### src/rtl/ofm_params.svh
// Purpose: constants for the overfrequency monitor element
// Assumes: 25 MHz clock, APB register map with word-aligned offsets
// Notes:   frequency in 0.01 Hz units, voltage in 0.1 % of nominal units
`ifndef OFM_PARAMS_SVH
`define OFM_PARAMS_SVH

// ------------------------------------------------------------
// register byte offsets
// ------------------------------------------------------------
`define OFM_ADDR_CTRL      12'h000
`define OFM_ADDR_PICKUP    12'h004
`define OFM_ADDR_DELAY     12'h008
`define OFM_ADDR_STATUS    12'h00C
`define OFM_ADDR_IRQ_STAT  12'h010
`define OFM_ADDR_IRQ_MASK  12'h014
`define OFM_ADDR_FREQ      12'h018
`define OFM_ADDR_CMD       12'h01C

// ------------------------------------------------------------
// fields and reset values
// ------------------------------------------------------------
`define OFM_CTRL_RST       7'h00
`define OFM_PICKUP_MIN     13'h07D0
`define OFM_PICKUP_MAX     13'h1964
`define OFM_PICKUP_RST     13'h17A2
`define OFM_DELAY_MAX      16'hEA60
`define OFM_DELAY_RST      16'h0032
`define OFM_VSUP_THRESH    10'h12C
`define OFM_MASK_RST       3'h0
`define OFM_CMD_RESET_BIT  0

// ------------------------------------------------------------
// timing: one delay step of 0.1 s
// ------------------------------------------------------------
`define OFM_CLK_HZ         25000000
`define OFM_STEP_MS        100
`define OFM_STEP_CYCLES    ((`OFM_CLK_HZ / 1000) * `OFM_STEP_MS)

`endif

### src/rtl/ofm_pkg.sv
// Purpose: types for the overfrequency monitor element
// Assumes: nothing
// Notes:   one-hot codes written out
package ofm_pkg;
    typedef enum logic [3:0] {
        OFM_FN_DISABLED = 4'h1,
        OFM_FN_ALARM    = 4'h2,
        OFM_FN_LATCHED  = 4'h4,
        OFM_FN_CONTROL  = 4'h8
    } ofm_func_t;

    typedef enum logic [3:0] {
        OFM_ST_IDLE    = 4'h1,
        OFM_ST_TIMING  = 4'h2,
        OFM_ST_OPERATE = 4'h4,
        OFM_ST_LATCHED = 4'h8
    } ofm_state_t;
endpackage : ofm_pkg

### src/rtl/ofm_tick.sv
// Purpose: 0.1 s tick generator for the delay timer
// Assumes: i_clear restarts the step so timing starts from a whole step
// Notes:   one-cycle pulse on o_tick
`timescale 1ns/100ps
`default_nettype none
`include "ofm_params.svh"

module ofm_tick (
    input  wire logic i_clk,
    input  wire logic i_rst_n,
    input  wire logic i_clear,
    output logic      o_tick
);
    parameter int unsigned STEP_CYCLES = `OFM_STEP_CYCLES;

    logic [23:0] cnt_ff;
    logic [23:0] nxt_cnt;
    logic        wrap;

    // counter wraps once per step
    assign wrap    = (cnt_ff == 24'(STEP_CYCLES - 1));
    assign nxt_cnt = (i_clear || wrap) ? 24'h000000 : cnt_ff + 24'h000001;

    // count and pulse
    always_ff @(posedge i_clk) begin
        if (!i_rst_n) begin
            cnt_ff <= 24'h000000;
            o_tick <= 1'b0;
        end else begin
            cnt_ff <= nxt_cnt;
            o_tick <= wrap && !i_clear;
        end
    end
endmodule // ofm_tick
`default_nettype wire

### src/rtl/ofm_monitor.sv
// Purpose: overfrequency monitor element with APB registers
// Assumes: i_freq in 0.01 Hz and i_volt_a in 0.1 % nominal, from async front end
// Notes:   inputs are synchronised before use; delay counted in 0.1 s steps
// Operation
// RULE1 - inhibit while phase A voltage at most 30%
// RULE2 - timer runs only above voltage and pickup
// RULE3 - voltage loss resets running timer silently
// RULE4 - function selects disabled alarm latched control
// RULE5 - frequency always measured and readable
// RULE6 - any combination of relays three to seven
// RULE7 - pickup 20.00 to 65.00 Hz, default 60.50
// RULE8 - condition beyond delay raises alarm, energises relays
// RULE9 - delay 0.0 to 6000.0 s, default 5.0
// RULE10 - latched alarm holds until reset command
// RULE11 - disabled never alarms nor energises relays
`timescale 1ns/100ps
`default_nettype none
`include "ofm_params.svh"

module ofm_monitor (
    input  wire logic        i_clk,
    input  wire logic        i_rst_n,
    input  wire logic        i_psel,
    input  wire logic        i_penable,
    input  wire logic        i_pwrite,
    input  wire logic [11:0] i_paddr,
    input  wire logic [31:0] i_pwdata,
    output logic      [31:0] o_prdata,
    output logic             o_pready,
    output logic             o_pslverr,
    input  wire logic [12:0] i_freq,
    input  wire logic [9:0]  i_volt_a,
    output logic             o_alarm,
    output logic             o_control,
    output logic      [4:0]  o_relays,
    output logic             o_irq
);
    parameter int unsigned STEP_CYCLES = `OFM_STEP_CYCLES;

    // ------------------------------------------------------------
    // input synchronisers
    // ------------------------------------------------------------
    logic [12:0] freq_s1_ff;
    logic [12:0] freq_ff;
    logic [9:0]  volt_s1_ff;
    logic [9:0]  volt_ff;

    // multi-bit values from the front end assumed slow and stable between samples;
    // a word caught mid-change is off for one sample only, and the delay timer
    // (whole 0.1 s steps) swamps that, so no handshake is spent on it
    always_ff @(posedge i_clk) begin
        if (!i_rst_n) begin
            freq_s1_ff <= 13'h0000;
            freq_ff    <= 13'h0000;
            volt_s1_ff <= 10'h000;
            volt_ff    <= 10'h000;
        end else begin
            freq_s1_ff <= i_freq;
            freq_ff    <= freq_s1_ff;
            volt_s1_ff <= i_volt_a;
            volt_ff    <= volt_s1_ff;
        end
    end

    // ------------------------------------------------------------
    // registers
    // ------------------------------------------------------------
    logic [3:0]  func_ff;
    logic [4:0]  relay_sel_ff;
    logic [12:0] pickup_ff;
    logic [15:0] delay_ff;
    logic [2:0]  irq_stat_ff;
    logic [2:0]  irq_mask_ff;

    ofm_pkg::ofm_state_t state_ff;
    ofm_pkg::ofm_state_t nxt_state;
    logic [15:0] steps_ff;
    logic [15:0] nxt_steps;

    // ------------------------------------------------------------
    // register bus
    // ------------------------------------------------------------
    // apb decode
    wire setup_acc  = i_psel && !i_penable;
    wire wr_acc     = i_psel && i_penable && i_pwrite && o_pready;
    wire rd_acc     = i_psel && i_penable && !i_pwrite && o_pready;
    wire hit_ctrl   = (i_paddr == `OFM_ADDR_CTRL);
    wire hit_pickup = (i_paddr == `OFM_ADDR_PICKUP);
    wire hit_delay  = (i_paddr == `OFM_ADDR_DELAY);
    wire hit_status = (i_paddr == `OFM_ADDR_STATUS);
    wire hit_istat  = (i_paddr == `OFM_ADDR_IRQ_STAT);
    wire hit_imask  = (i_paddr == `OFM_ADDR_IRQ_MASK);
    wire hit_freq   = (i_paddr == `OFM_ADDR_FREQ);
    wire hit_cmd    = (i_paddr == `OFM_ADDR_CMD);
    wire hit_any    = hit_ctrl | hit_pickup | hit_delay | hit_status |
                      hit_istat | hit_imask | hit_freq | hit_cmd;

    // function code check: exactly one hot bit is legal
    function automatic logic ofm_func_ok(input logic [3:0] f);
        ofm_func_ok = (f == 4'h1) || (f == 4'h2) || (f == 4'h4) || (f == 4'h8);
    endfunction

    // out-of-range settings are refused, keeping the stored value
    wire        func_ok   = ofm_func_ok(i_pwdata[3:0]);
    wire [12:0] wr_pick   = i_pwdata[12:0];
    wire        pick_ok   = (i_pwdata[31:13] == 19'h00000) &&
                            (wr_pick >= `OFM_PICKUP_MIN) && (wr_pick <= `OFM_PICKUP_MAX);
    wire        delay_ok  = (i_pwdata[31:16] == 16'h0000) && (i_pwdata[15:0] <= `OFM_DELAY_MAX);
    wire        bad_value = (hit_ctrl && !func_ok) || (hit_pickup && !pick_ok) ||
                            (hit_delay && !delay_ok);
    wire        reset_cmd = wr_acc && hit_cmd && i_pwdata[`OFM_CMD_RESET_BIT];

    // pready comes one cycle after setup, so every access takes two cycles
    // a registered answer keeps the decode off the bus path without adding a wait state
    always_ff @(posedge i_clk) begin
        if (!i_rst_n) begin
            o_pready <= 1'b0;
        end else begin
            o_pready <= setup_acc;
        end
    end

    // setting registers
    // a refused value leaves the old setting, so a bad write never half-applies
    always_ff @(posedge i_clk) begin
        if (!i_rst_n) begin
            func_ff      <= ofm_pkg::OFM_FN_DISABLED;
            relay_sel_ff <= 5'h00;
            pickup_ff    <= `OFM_PICKUP_RST;                       // [RULE7]
            delay_ff     <= `OFM_DELAY_RST;                        // [RULE9]
            irq_mask_ff  <= `OFM_MASK_RST;
        end else if (wr_acc) begin
            if (hit_ctrl && func_ok) begin
                func_ff      <= i_pwdata[3:0];                     // [RULE4]
                relay_sel_ff <= i_pwdata[8:4];                     // [RULE6]
            end
            if (hit_pickup && pick_ok) pickup_ff <= wr_pick;       // [RULE7]
            if (hit_delay && delay_ok) delay_ff <= i_pwdata[15:0]; // [RULE9]
            if (hit_imask) irq_mask_ff <= i_pwdata[2:0];
        end
    end

    // ------------------------------------------------------------
    // detection and delay timer
    // ------------------------------------------------------------
    // strict compares: a reading equal to a threshold does not count
    wire volt_ok   = (volt_ff > `OFM_VSUP_THRESH);                 // [RULE1]
    wire over_freq = (freq_ff > pickup_ff);
    wire enabled   = (func_ff != ofm_pkg::OFM_FN_DISABLED);        // [RULE11]
    wire picked    = enabled && volt_ok && over_freq;              // [RULE2]
    wire tick;
    wire expired   = (steps_ff >= delay_ff);

    // the step counter restarts on every timing entry so the first step is whole
    ofm_tick #(.STEP_CYCLES(STEP_CYCLES)) u_tick (
        .i_clk   (i_clk),
        .i_rst_n (i_rst_n),
        .i_clear (state_ff != ofm_pkg::OFM_ST_TIMING),
        .o_tick  (tick)
    );

    // state machine: operate follows the condition, latched holds until a reset command or a disable
    // operate drops with the condition except in latched mode, which waits
    // a reset command is ignored in operate; in latched, with the condition back, it starts a fresh timing run
    always_comb begin
        nxt_state = state_ff;
        nxt_steps = steps_ff;
        unique case (state_ff)
            ofm_pkg::OFM_ST_IDLE: begin
                nxt_steps = 16'h0000;
                if (picked) nxt_state = ofm_pkg::OFM_ST_TIMING;    // [RULE2]
            end
            ofm_pkg::OFM_ST_TIMING: begin
                if (!picked) begin
                    nxt_state = ofm_pkg::OFM_ST_IDLE;              // [RULE3]
                    nxt_steps = 16'h0000;
                end else if (expired) begin
                    nxt_state = ofm_pkg::OFM_ST_OPERATE;           // [RULE8]
                end else if (tick) begin
                    nxt_steps = steps_ff + 16'h0001;
                end
            end
            ofm_pkg::OFM_ST_OPERATE: begin
                if (!enabled) begin
                    nxt_state = ofm_pkg::OFM_ST_IDLE;              // [RULE11]
                end else if (!picked) begin
                    nxt_state = (func_ff == ofm_pkg::OFM_FN_LATCHED) ?
                                ofm_pkg::OFM_ST_LATCHED : ofm_pkg::OFM_ST_IDLE; // [RULE10]
                end
            end
            ofm_pkg::OFM_ST_LATCHED: begin
                if (!enabled || reset_cmd) nxt_state = ofm_pkg::OFM_ST_IDLE; // [RULE10]
            end
            default: nxt_state = ofm_pkg::OFM_ST_IDLE;
        endcase
    end

    // state registers
    always_ff @(posedge i_clk) begin
        if (!i_rst_n) begin
            state_ff <= ofm_pkg::OFM_ST_IDLE;
            steps_ff <= 16'h0000;
        end else begin
            state_ff <= nxt_state;
            steps_ff <= nxt_steps;
        end
    end

    // ------------------------------------------------------------
    // outputs
    // ------------------------------------------------------------
    wire active   = enabled && ((state_ff == ofm_pkg::OFM_ST_OPERATE) ||
                                (state_ff == ofm_pkg::OFM_ST_LATCHED));
    wire is_ctrl  = (func_ff == ofm_pkg::OFM_FN_CONTROL);
    wire nxt_alm  = active && !is_ctrl;                            // [RULE4]
    wire nxt_ctl  = active && is_ctrl;                             // [RULE4]
    wire [4:0] nxt_rly = active ? relay_sel_ff : 5'h00;            // [RULE6]

    // ------------------------------------------------------------
    // interrupts
    // ------------------------------------------------------------
    // irq events: operate, pickup start, timer reset by any loss of pickup (voltage, frequency or disable)
    wire ev_oper  = (state_ff == ofm_pkg::OFM_ST_TIMING) && (nxt_state == ofm_pkg::OFM_ST_OPERATE);
    wire ev_pick  = (state_ff == ofm_pkg::OFM_ST_IDLE) && (nxt_state == ofm_pkg::OFM_ST_TIMING);
    wire ev_abort = (state_ff == ofm_pkg::OFM_ST_TIMING) && (nxt_state == ofm_pkg::OFM_ST_IDLE);
    wire [2:0] events  = {ev_abort, ev_pick, ev_oper};
    wire       istat_rd = rd_acc && hit_istat;
    // set wins over the read clear, so only an event raised in the read's setup cycle is lost
    wire [2:0] nxt_istat = (istat_rd ? 3'h0 : irq_stat_ff) | events;

    // output flops
    // every output leaves a flop so the pins never glitch on decode
    always_ff @(posedge i_clk) begin
        if (!i_rst_n) begin
            o_alarm     <= 1'b0;
            o_control   <= 1'b0;
            o_relays    <= 5'h00;
            irq_stat_ff <= 3'h0;
            o_irq       <= 1'b0;
        end else begin
            o_alarm     <= nxt_alm;                                // [RULE8]
            o_control   <= nxt_ctl;
            o_relays    <= nxt_rly;                                // [RULE8]
            irq_stat_ff <= nxt_istat;
            o_irq       <= |(nxt_istat & irq_mask_ff);
        end
    end

    // read mux; frequency stays readable whatever the function setting
    // unmapped offsets read as zero and answer with pslverr
    wire [31:0] rd_mux =
        hit_ctrl   ? {23'h000000, relay_sel_ff, func_ff} :
        hit_pickup ? {19'h00000, pickup_ff} :
        hit_delay  ? {16'h0000, delay_ff} :
        hit_status ? {12'h000, steps_ff, state_ff} :
        hit_istat  ? {29'h00000000, irq_stat_ff} :
        hit_imask  ? {29'h00000000, irq_mask_ff} :
        hit_freq   ? {19'h00000, freq_ff} :                        // [RULE5]
        32'h00000000;

    // read data and error captured in setup so they are valid with pready
    always_ff @(posedge i_clk) begin
        if (!i_rst_n) begin
            o_prdata  <= 32'h00000000;
            o_pslverr <= 1'b0;
        end else if (setup_acc) begin
            o_prdata  <= i_pwrite ? 32'h00000000 : rd_mux;
            o_pslverr <= !hit_any || (i_pwrite && bad_value);
        end else begin
            o_pslverr <= 1'b0;
        end
    end

    // ------------------------------------------------------------
    // checks: element
    // ------------------------------------------------------------
    // outputs lag the state by one edge, so output checks look one cycle on
    chk_low_volt_inhibit: assert property (@(posedge i_clk) disable iff (!i_rst_n) // [RULE1]
        (state_ff == ofm_pkg::OFM_ST_IDLE && !volt_ok) |=> (state_ff == ofm_pkg::OFM_ST_IDLE))
        else $error("timer started at low voltage");
    chk_timer_gate: assert property (@(posedge i_clk) disable iff (!i_rst_n) // [RULE2]
        (steps_ff != $past(steps_ff) && steps_ff != 16'h0000) |-> $past(picked))
        else $error("timer advanced without pickup");
    chk_abort_silent: assert property (@(posedge i_clk) disable iff (!i_rst_n) // [RULE3]
        (state_ff == ofm_pkg::OFM_ST_TIMING && !volt_ok) |=>
        (state_ff == ofm_pkg::OFM_ST_IDLE) ##1 (!o_alarm && !o_control && o_relays == 5'h00))
        else $error("voltage loss did not reset silently");
    chk_control_mode: assert property (@(posedge i_clk) disable iff (!i_rst_n) // [RULE4]
        o_control |-> !o_alarm)
        else $error("control and alarm both high");
    chk_alarm_mode: assert property (@(posedge i_clk) disable iff (!i_rst_n) // [RULE4]
        o_alarm |-> ($past(func_ff) != ofm_pkg::OFM_FN_CONTROL))
        else $error("alarm raised in control mode");
    chk_freq_readable: assert property (@(posedge i_clk) disable iff (!i_rst_n) // [RULE5]
        (rd_acc && hit_freq) |-> (o_prdata == {19'h00000, $past(freq_ff)}))
        else $error("frequency read mismatch");
    chk_relay_select: assert property (@(posedge i_clk) disable iff (!i_rst_n) // [RULE6]
        (o_relays & ~$past(relay_sel_ff)) == 5'h00)
        else $error("unselected relay energised");
    chk_pickup_range: assert property (@(posedge i_clk) disable iff (!i_rst_n) // [RULE7]
        pickup_ff >= `OFM_PICKUP_MIN && pickup_ff <= `OFM_PICKUP_MAX)
        else $error("pickup out of range");
    chk_operate_out: assert property (@(posedge i_clk) disable iff (!i_rst_n) // [RULE8]
        (state_ff == ofm_pkg::OFM_ST_OPERATE && enabled) |=> (o_alarm || o_control))
        else $error("operate without output");
    chk_delay_range: assert property (@(posedge i_clk) disable iff (!i_rst_n) // [RULE9]
        delay_ff <= `OFM_DELAY_MAX)
        else $error("delay out of range");
    chk_latch_hold: assert property (@(posedge i_clk) disable iff (!i_rst_n) // [RULE10]
        (state_ff == ofm_pkg::OFM_ST_LATCHED && func_ff == ofm_pkg::OFM_FN_LATCHED &&
         !reset_cmd) |=> (state_ff == ofm_pkg::OFM_ST_LATCHED && o_alarm))
        else $error("latched alarm dropped");
    chk_disabled_quiet: assert property (@(posedge i_clk) disable iff (!i_rst_n) // [RULE11]
        !$past(enabled) |-> (!o_alarm && !o_control && o_relays == 5'h00))
        else $error("output while disabled");

    // ------------------------------------------------------------
    // checks: bus and interrupts
    // ------------------------------------------------------------
    chk_err_with_ready: assert property (@(posedge i_clk) disable iff (!i_rst_n)
        o_pslverr |-> o_pready)
        else $error("slave error outside an access");
    chk_ready_after_setup: assert property (@(posedge i_clk) disable iff (!i_rst_n)
        o_pready |-> $past(setup_acc))
        else $error("ready without a setup cycle");
    chk_irq_level: assert property (@(posedge i_clk) disable iff (!i_rst_n)
        o_irq == ((irq_stat_ff & $past(irq_mask_ff)) != 3'h0))
        else $error("interrupt level disagrees with status");
    chk_irq_read_clear: assert property (@(posedge i_clk) disable iff (!i_rst_n)
        istat_rd |=> (irq_stat_ff == $past(events)))
        else $error("status read did not clear old events");

    // ------------------------------------------------------------
    // scenarios worth seeing in a run
    // ------------------------------------------------------------
    cov_operate: cover property (@(posedge i_clk) disable iff (!i_rst_n) ev_oper);
    cov_abort:   cover property (@(posedge i_clk) disable iff (!i_rst_n) ev_abort && !volt_ok);
    cov_latched: cover property (@(posedge i_clk) disable iff (!i_rst_n)
        state_ff == ofm_pkg::OFM_ST_LATCHED ##1 reset_cmd);
    cov_control: cover property (@(posedge i_clk) disable iff (!i_rst_n) o_control);
    cov_refused: cover property (@(posedge i_clk) disable iff (!i_rst_n) o_pslverr);
endmodule // ofm_monitor
`default_nettype wire

### config.mk
export PLATFORM = sky130hd
export DESIGN_NAME = ofm_monitor
export DESIGN_NICKNAME = d
export VERILOG_FILES = /design/src/rtl/ofm_pkg.sv /design/src/rtl/ofm_tick.sv /design/src/rtl/ofm_monitor.sv
export VERILOG_INCLUDE_DIRS = /design/src /design/src/rtl
export SDC_FILE = /design/constraint.sdc
export NUM_CORES = 1
export LEC_CHECK = 0
export ABC_AREA = 0
export BUFFER_PORTS_ARGS = -buffer_cell sky130_fd_sc_hd__buf_2
export CAP_MARGIN = 10
export CORE_MARGIN = 2
export CORE_UTILIZATION = 60
export CTS_CLUSTER_DIAMETER = 120
export DETAILED_ROUTE_END_ITERATION = 10
export PLACE_DENSITY = 0.81
export SLEW_MARGIN = 20
export SYNTH_ARGS = -nofsm -noshare
export SYNTH_HDL_FRONTEND = slang
export SYNTH_SLANG_ARGS = --single-unit
### constraint.sdc
create_clock -name i_clk -period 7.38 [get_ports i_clk]
set_input_delay 0.369 -clock i_clk [delete_from_list [all_inputs] [get_ports i_clk]]
set_output_delay 0.369 -clock i_clk [all_outputs]
set_load 0.05 [all_outputs]
* Word level (Yosys, flattened, before mapping)
Index checks and enable logic that the tools add are counted.
Widths: inputs -> output; s select.
** Storage, ports and cells
- Register bits after elaboration :: 177
- Input port bits :: 72
- Output and inout port bits :: 42
- Logic and storage cells :: 144
** Operators by class
- Add/sub/neg operators :: 2
- $lt $le $gt $ge :: 6
- Eq/ne operators :: 25
- Mux-type cells :: 21
- Bitwise operators :: 10
- Reduce and logical (&&, ||, !) cells :: 59
** Operator list (count)
- $mux 20 :: 5
- $eq 12x5->1 const B :: 4
- $mux 16 :: 3
- $mux 13 :: 3
- $pmux 16 s2 :: 1
- $logic_and 1x1->1 :: 28
- $mux 4 :: 7
- $add 24x1->24 const B :: 1
- $eq 12x4->1 const B :: 2
- $eq 24x22->1 const B :: 1
- $logic_not 19->1 :: 1
- $add 16x1->16 const B :: 1
- $eq 4x3->1 const B :: 4
- $ge 16x16->1 :: 1
- $le 16x16->1 const B :: 1
- $logic_not 16->1 :: 1
- $pmux 4 s4 :: 1
- $ge 13x11->1 const B :: 1
- $gt 13x13->1 :: 1
- $le 13x13->1 const B :: 1
- $eq 12x3->1 const B :: 1
- $eq 4x1->1 const B :: 3
- $eq 4x2->1 const B :: 3
- $eq 4x4->1 const B :: 3
- other kinds (18) :: 45

* Longest topological paths before layout
- Depth in word-level cells :: 13
- Gate-level depth with buffers :: 12
- Depth with buffers taken out :: 9

* By module
Synthesis repeated with hierarchy kept, for this count alone.
** Unflattened totals
- Cells, all modules :: 867
- Area, all modules :: 7792.5 sq um
** Modules (own cells, without submodules)
- ofm_monitor :: instances 1, cells an instance 734, area an instance 6607.6 sq um
- ofm_tick :: instances 1, cells an instance 133, area an instance 1184.9 sq um

* Worst setup path after synthesis
OpenSTA, ideal clock, no wires.
- Path kind :: register to register
- Start point :: register steps_ff[0]
- End point :: register steps_ff[12]
- Arrival time :: 2.396 ns
- Path slack :: 4.913 ns
- Stages on the path, launching flop included :: 11
- Path through :: dfxtp_1 clkbuf_1 inv_1 ha_1 or3b_1 o2111ai_1 a31oi_1 o21bai_2 a211oi_4 or4_1 a21oi_1
** On the way
- Cells in the longest elaborated chain, start to end :: 5
- Elaborated cells on any way between the ends :: 8
- Those cells by class :: 1 x add/sub; 1 x order compare; 1 x eq/ne; 4 x mux; 1 x reduce/logical
** RTL lines
- start, declared :: RTL line ofm_monitor.sv:77 : logic [15:0] steps_ff;
- start signal, assigned :: RTL line ofm_monitor.sv:205 : steps_ff <= nxt_steps;
- $add 16x1->16 :: RTL line ofm_monitor.sv:180 : nxt_steps = steps_ff + 16'h0001;
- $mux 16 :: RTL line ofm_monitor.sv:179 : end else if (tick) begin
- $mux 16 :: RTL line ofm_monitor.sv:177 : end else if (expired) begin
- $mux 16 :: RTL line ofm_monitor.sv:174 : if (!picked) begin
- $pmux 16 s2 :: RTL line ofm_monitor.sv:168 : unique case (state_ff)
Several ways; a longest one is shown, not always the timed one. The select of a mux whose other input is x is not followed.
A chain may end at the register's enable or synchronous reset.

* Worst setup path in the final report
- Start point :: register steps_ff[0]
- End point :: register steps_ff[13]
Same word-level chain as after synthesis.

==> out/results.ini <==
[run_status]
status=finished clean

[route]
wl_per_cell_um=16.8
detail-route-antenna-nets=0
drc_errors=0
wl_met2_um=8440
wl_um=18900
wl_met3_um=1750
maxUsedRoutingLayer=met4
wl_met1_um=7870
drt-initial-drc-count=638
via_count=6566
drt_pass1_iterations=5
post_drt_via_cell_ratio=5.86

[placement]
io_buffers=101
hpwl_um=13700
placed_cells=1089
gp_congestion=0.929

[floorplan]
initial_utilization=0.610
die_y_um=117
die_w_um=117
dieArea_sq_mm=0.0136
rows=41
coreArea_sq_mm=0.0125
io_pins=114

[timing]
finalCritPeriodShare=0.392
slew_violations=0
setup_viol_count_final=0
clock.fmax_ghz=0.346
period_minus_slack_ns=2.89
hold_viol=0
setup_tns_ns=0
slew_headroom=0.297
worstMarginPinSlew_ns=1.05
rsz0062_at_grt=false
skew_ns=0.00582

[synthesis]
async_flop_share=0
synth_fa_ha_area_frac=0.0510
synth-edff-count=0
syn_area_sq_mm=0.00760
syn_inst=852
ys_ff_latch=165
synth.top_cell.area_share=0.435
synth.distinct_cells=67
yosysTopAreaCell=dfxtp_1
synth-seq-area-share=0.435
synthTopCellsByArea=dfxtp_1, ha_1, nor2_1
synth.area.mux_share=0.0448
synth_compound_gate_area_share=0.152
synth.avg_cell_area_sq_um=8.92
yosys.area_share.simple=0.229
synth_top_family_by_area=simple AND/OR/NAND/NOR gates
yosys_warnings=0
synth_ff_type=dfxtp_1
synth_xor_area_frac=0.0254

[cells_and_area]
antennaDiodeCount=0
instances_no_fill=1121
fin_nets=1039
drive_above_1_share=0.155
syn_to_final_growth_pct=14.5

[grt]
grt_pass1_wl_um=30100
first_global_vias=6094
antenna_found_initial=0
grtUsageTotal=0.286
grt_max_degree=66
grt_overflow=0

[pwr]
cellPowerDensity_mw_per_mm2=220
ir_drop_uv=163
p_leak_nw=3.41

[run]
drv_cap=0

[clock_network]
htreeDepth=4
clk_pin_slew_ns=0.06
hold_buffers=0
cts_buffers=17
cts_sinks=165
cts_tree=done
root_buffer=clkbuf_16
ctsResizeCount=0
clk_path_buf_depth=2
post-cts-setup-buffers=0
clk-insertion-delay-late_ns=0.42

[setup_path]
crit_type=reg2reg
start_kind=register
cp.required_ns=7.73
crit_fanout=27
worstPathArrival_ns=3.24
cp-end-kind=register

[worst_hold_path]
hold_class=in2reg

## Yosys cell counts (4+ instances only)
| library cell | count |
|---|---|
| a21o_1 | 4 |
| a21oi_1 | 51 |
| a221oi_1 | 7 |
| a222oi_1 | 4 |
| a22oi_1 | 30 |
| a311oi_1 | 5 |
| a31oi_1 | 4 |
| and2_1 | 54 |
| and3_1 | 9 |
| buf_4 | 15 |
| buf_6 | 7 |
| clkbuf_1 | 21 |
| dfxtp_1 | 165 |
| ha_1 | 31 |
| inv_1 | 44 |
| mux2i_1 | 34 |
| nand2_1 | 64 |
| nand3_1 | 26 |
| nand4_1 | 17 |
| nor2_1 | 94 |
| nor2b_1 | 4 |
| nor3_1 | 9 |
| nor4_1 | 10 |
| o211ai_1 | 8 |
| o21ai_0 | 20 |
| o21ai_1 | 5 |
| o31ai_1 | 7 |
| o41ai_1 | 4 |
| or3_1 | 13 |
| or4_1 | 9 |
| xnor2_1 | 10 |
| xor2_1 | 12 |
## per-stage QoR
stage | worst slack (ns) | hold WS [ns] | cell area [sq um] | power (mW) | utilization
final | 4.49 | 0.150 | 8700 | 1.92 | 0.698
after floorplan | 4.91 | 0.412 | 7640 | 0.981 | -
after global placement | 4.47 | 0.415 | 8070 | 1.01 | 0.647
after global routing | 4.30 | 0.146 | 8700 | 1.98 | 0.698
after detailed placement | 4.34 | 0.419 | 8070 | 1.01 | 0.647
after CTS | 4.53 | 0.141 | 8690 | 1.92 | 0.697
## placed cells by master, fill, tap and decap left out, types with 10 or more instances in the layout
master,instances
a21oi_1,51
clkbuf_16,17
and2_1,54
nor2_1,94
or3_1,13
conb_1,12
o21ai_0,20
mux2i_1,34
buf_2,101
nand2_1,64
a22oi_1,30
ha_1,31
inv_1,44
dfxtp_1,165
nand4_1,17
xor2_1,12
xnor2_1,10
nand3_1,26
## worst max-delay path, cell delays in order (launching register included)
cell and delay [ns]:
dfxtp_1 0.54, inv_1 0.10, ha_1 0.29, or3b_1 0.37, o2111ai_1 0.10, a31oi_1 0.19
o21bai_2 0.30, a211oi_4 0.22, or4_1 0.54, a21oi_1 0.16
## logic make-up (layout without fill, tap and decap cells)
| logic type | Yosys count | after routing |
|---|---|---|
| flops | 165 | 165 |
| simple gates | 334 | 334 |
| xor+xnor | 22 | 22 |
| other cells | 1 | 12 |
| mux | 34 | 34 |
| fa+ha+maj | 31 | 31 |
| buf+inv | 94 | 180 |
| compound gates | 171 | 171 |
## final timing paths
kind / from / to / depth (start not counted) / slack (ns)
worst min-delay path: i_volt_a[6] / volt_s1_ff[6] / 2 / 0.15
worst max register to register: steps_ff[0] / steps_ff[13] / 9 / 4.49
worst min register to register: volt_s1_ff[1] / volt_ff[1] / 1 / 0.43
worst max-delay path: steps_ff[0] / steps_ff[13] / 9 / 4.49
## layer usage
layer  vias up  track usage
met5         -            0
met4         0        0.122
met3        65       0.0612
met2       347        0.467
met1      2984        0.368
li1       3170            -
## cell type report
type / instances / area, sq um
Multi-Input combinational cell: 604 / 3870
Fill cell: 1007 / 3760
Clock buffer: 21 / 450
Clock inverter: 11 / 173
Timing Repair Buffer: 103 / 520
Tap cell: 172 / 215
Inverter: 45 / 169
Sequential cell: 165 / 3300
## where the power goes
group | internal [mW] | switching [mW]
sequential | 0.903 | 0.00515
combinational | 0.0270 | 0.0545
clock | 0.578 | 0.350
total | 1.51 | 0.410
## sequential cells by signal (all words and copies together), names as in the netlist
name,count
delay_ff,16
freq_ff,13
freq_s1_ff,13
func_ff,4
irq_mask_ff,3
irq_stat_ff,3
o_alarm,1
o_control,1
o_irq,1
o_prdata,20
o_pready,1
o_pslverr,1
o_relays,5
pickup_ff,13
relay_sel_ff,5
state_ff,4
steps_ff,16
u_tick.cnt_ff,24
u_tick.o_tick,1
volt_ff,10
volt_s1_ff,10
Note: power is estimated with default switching activity, not from simulation.
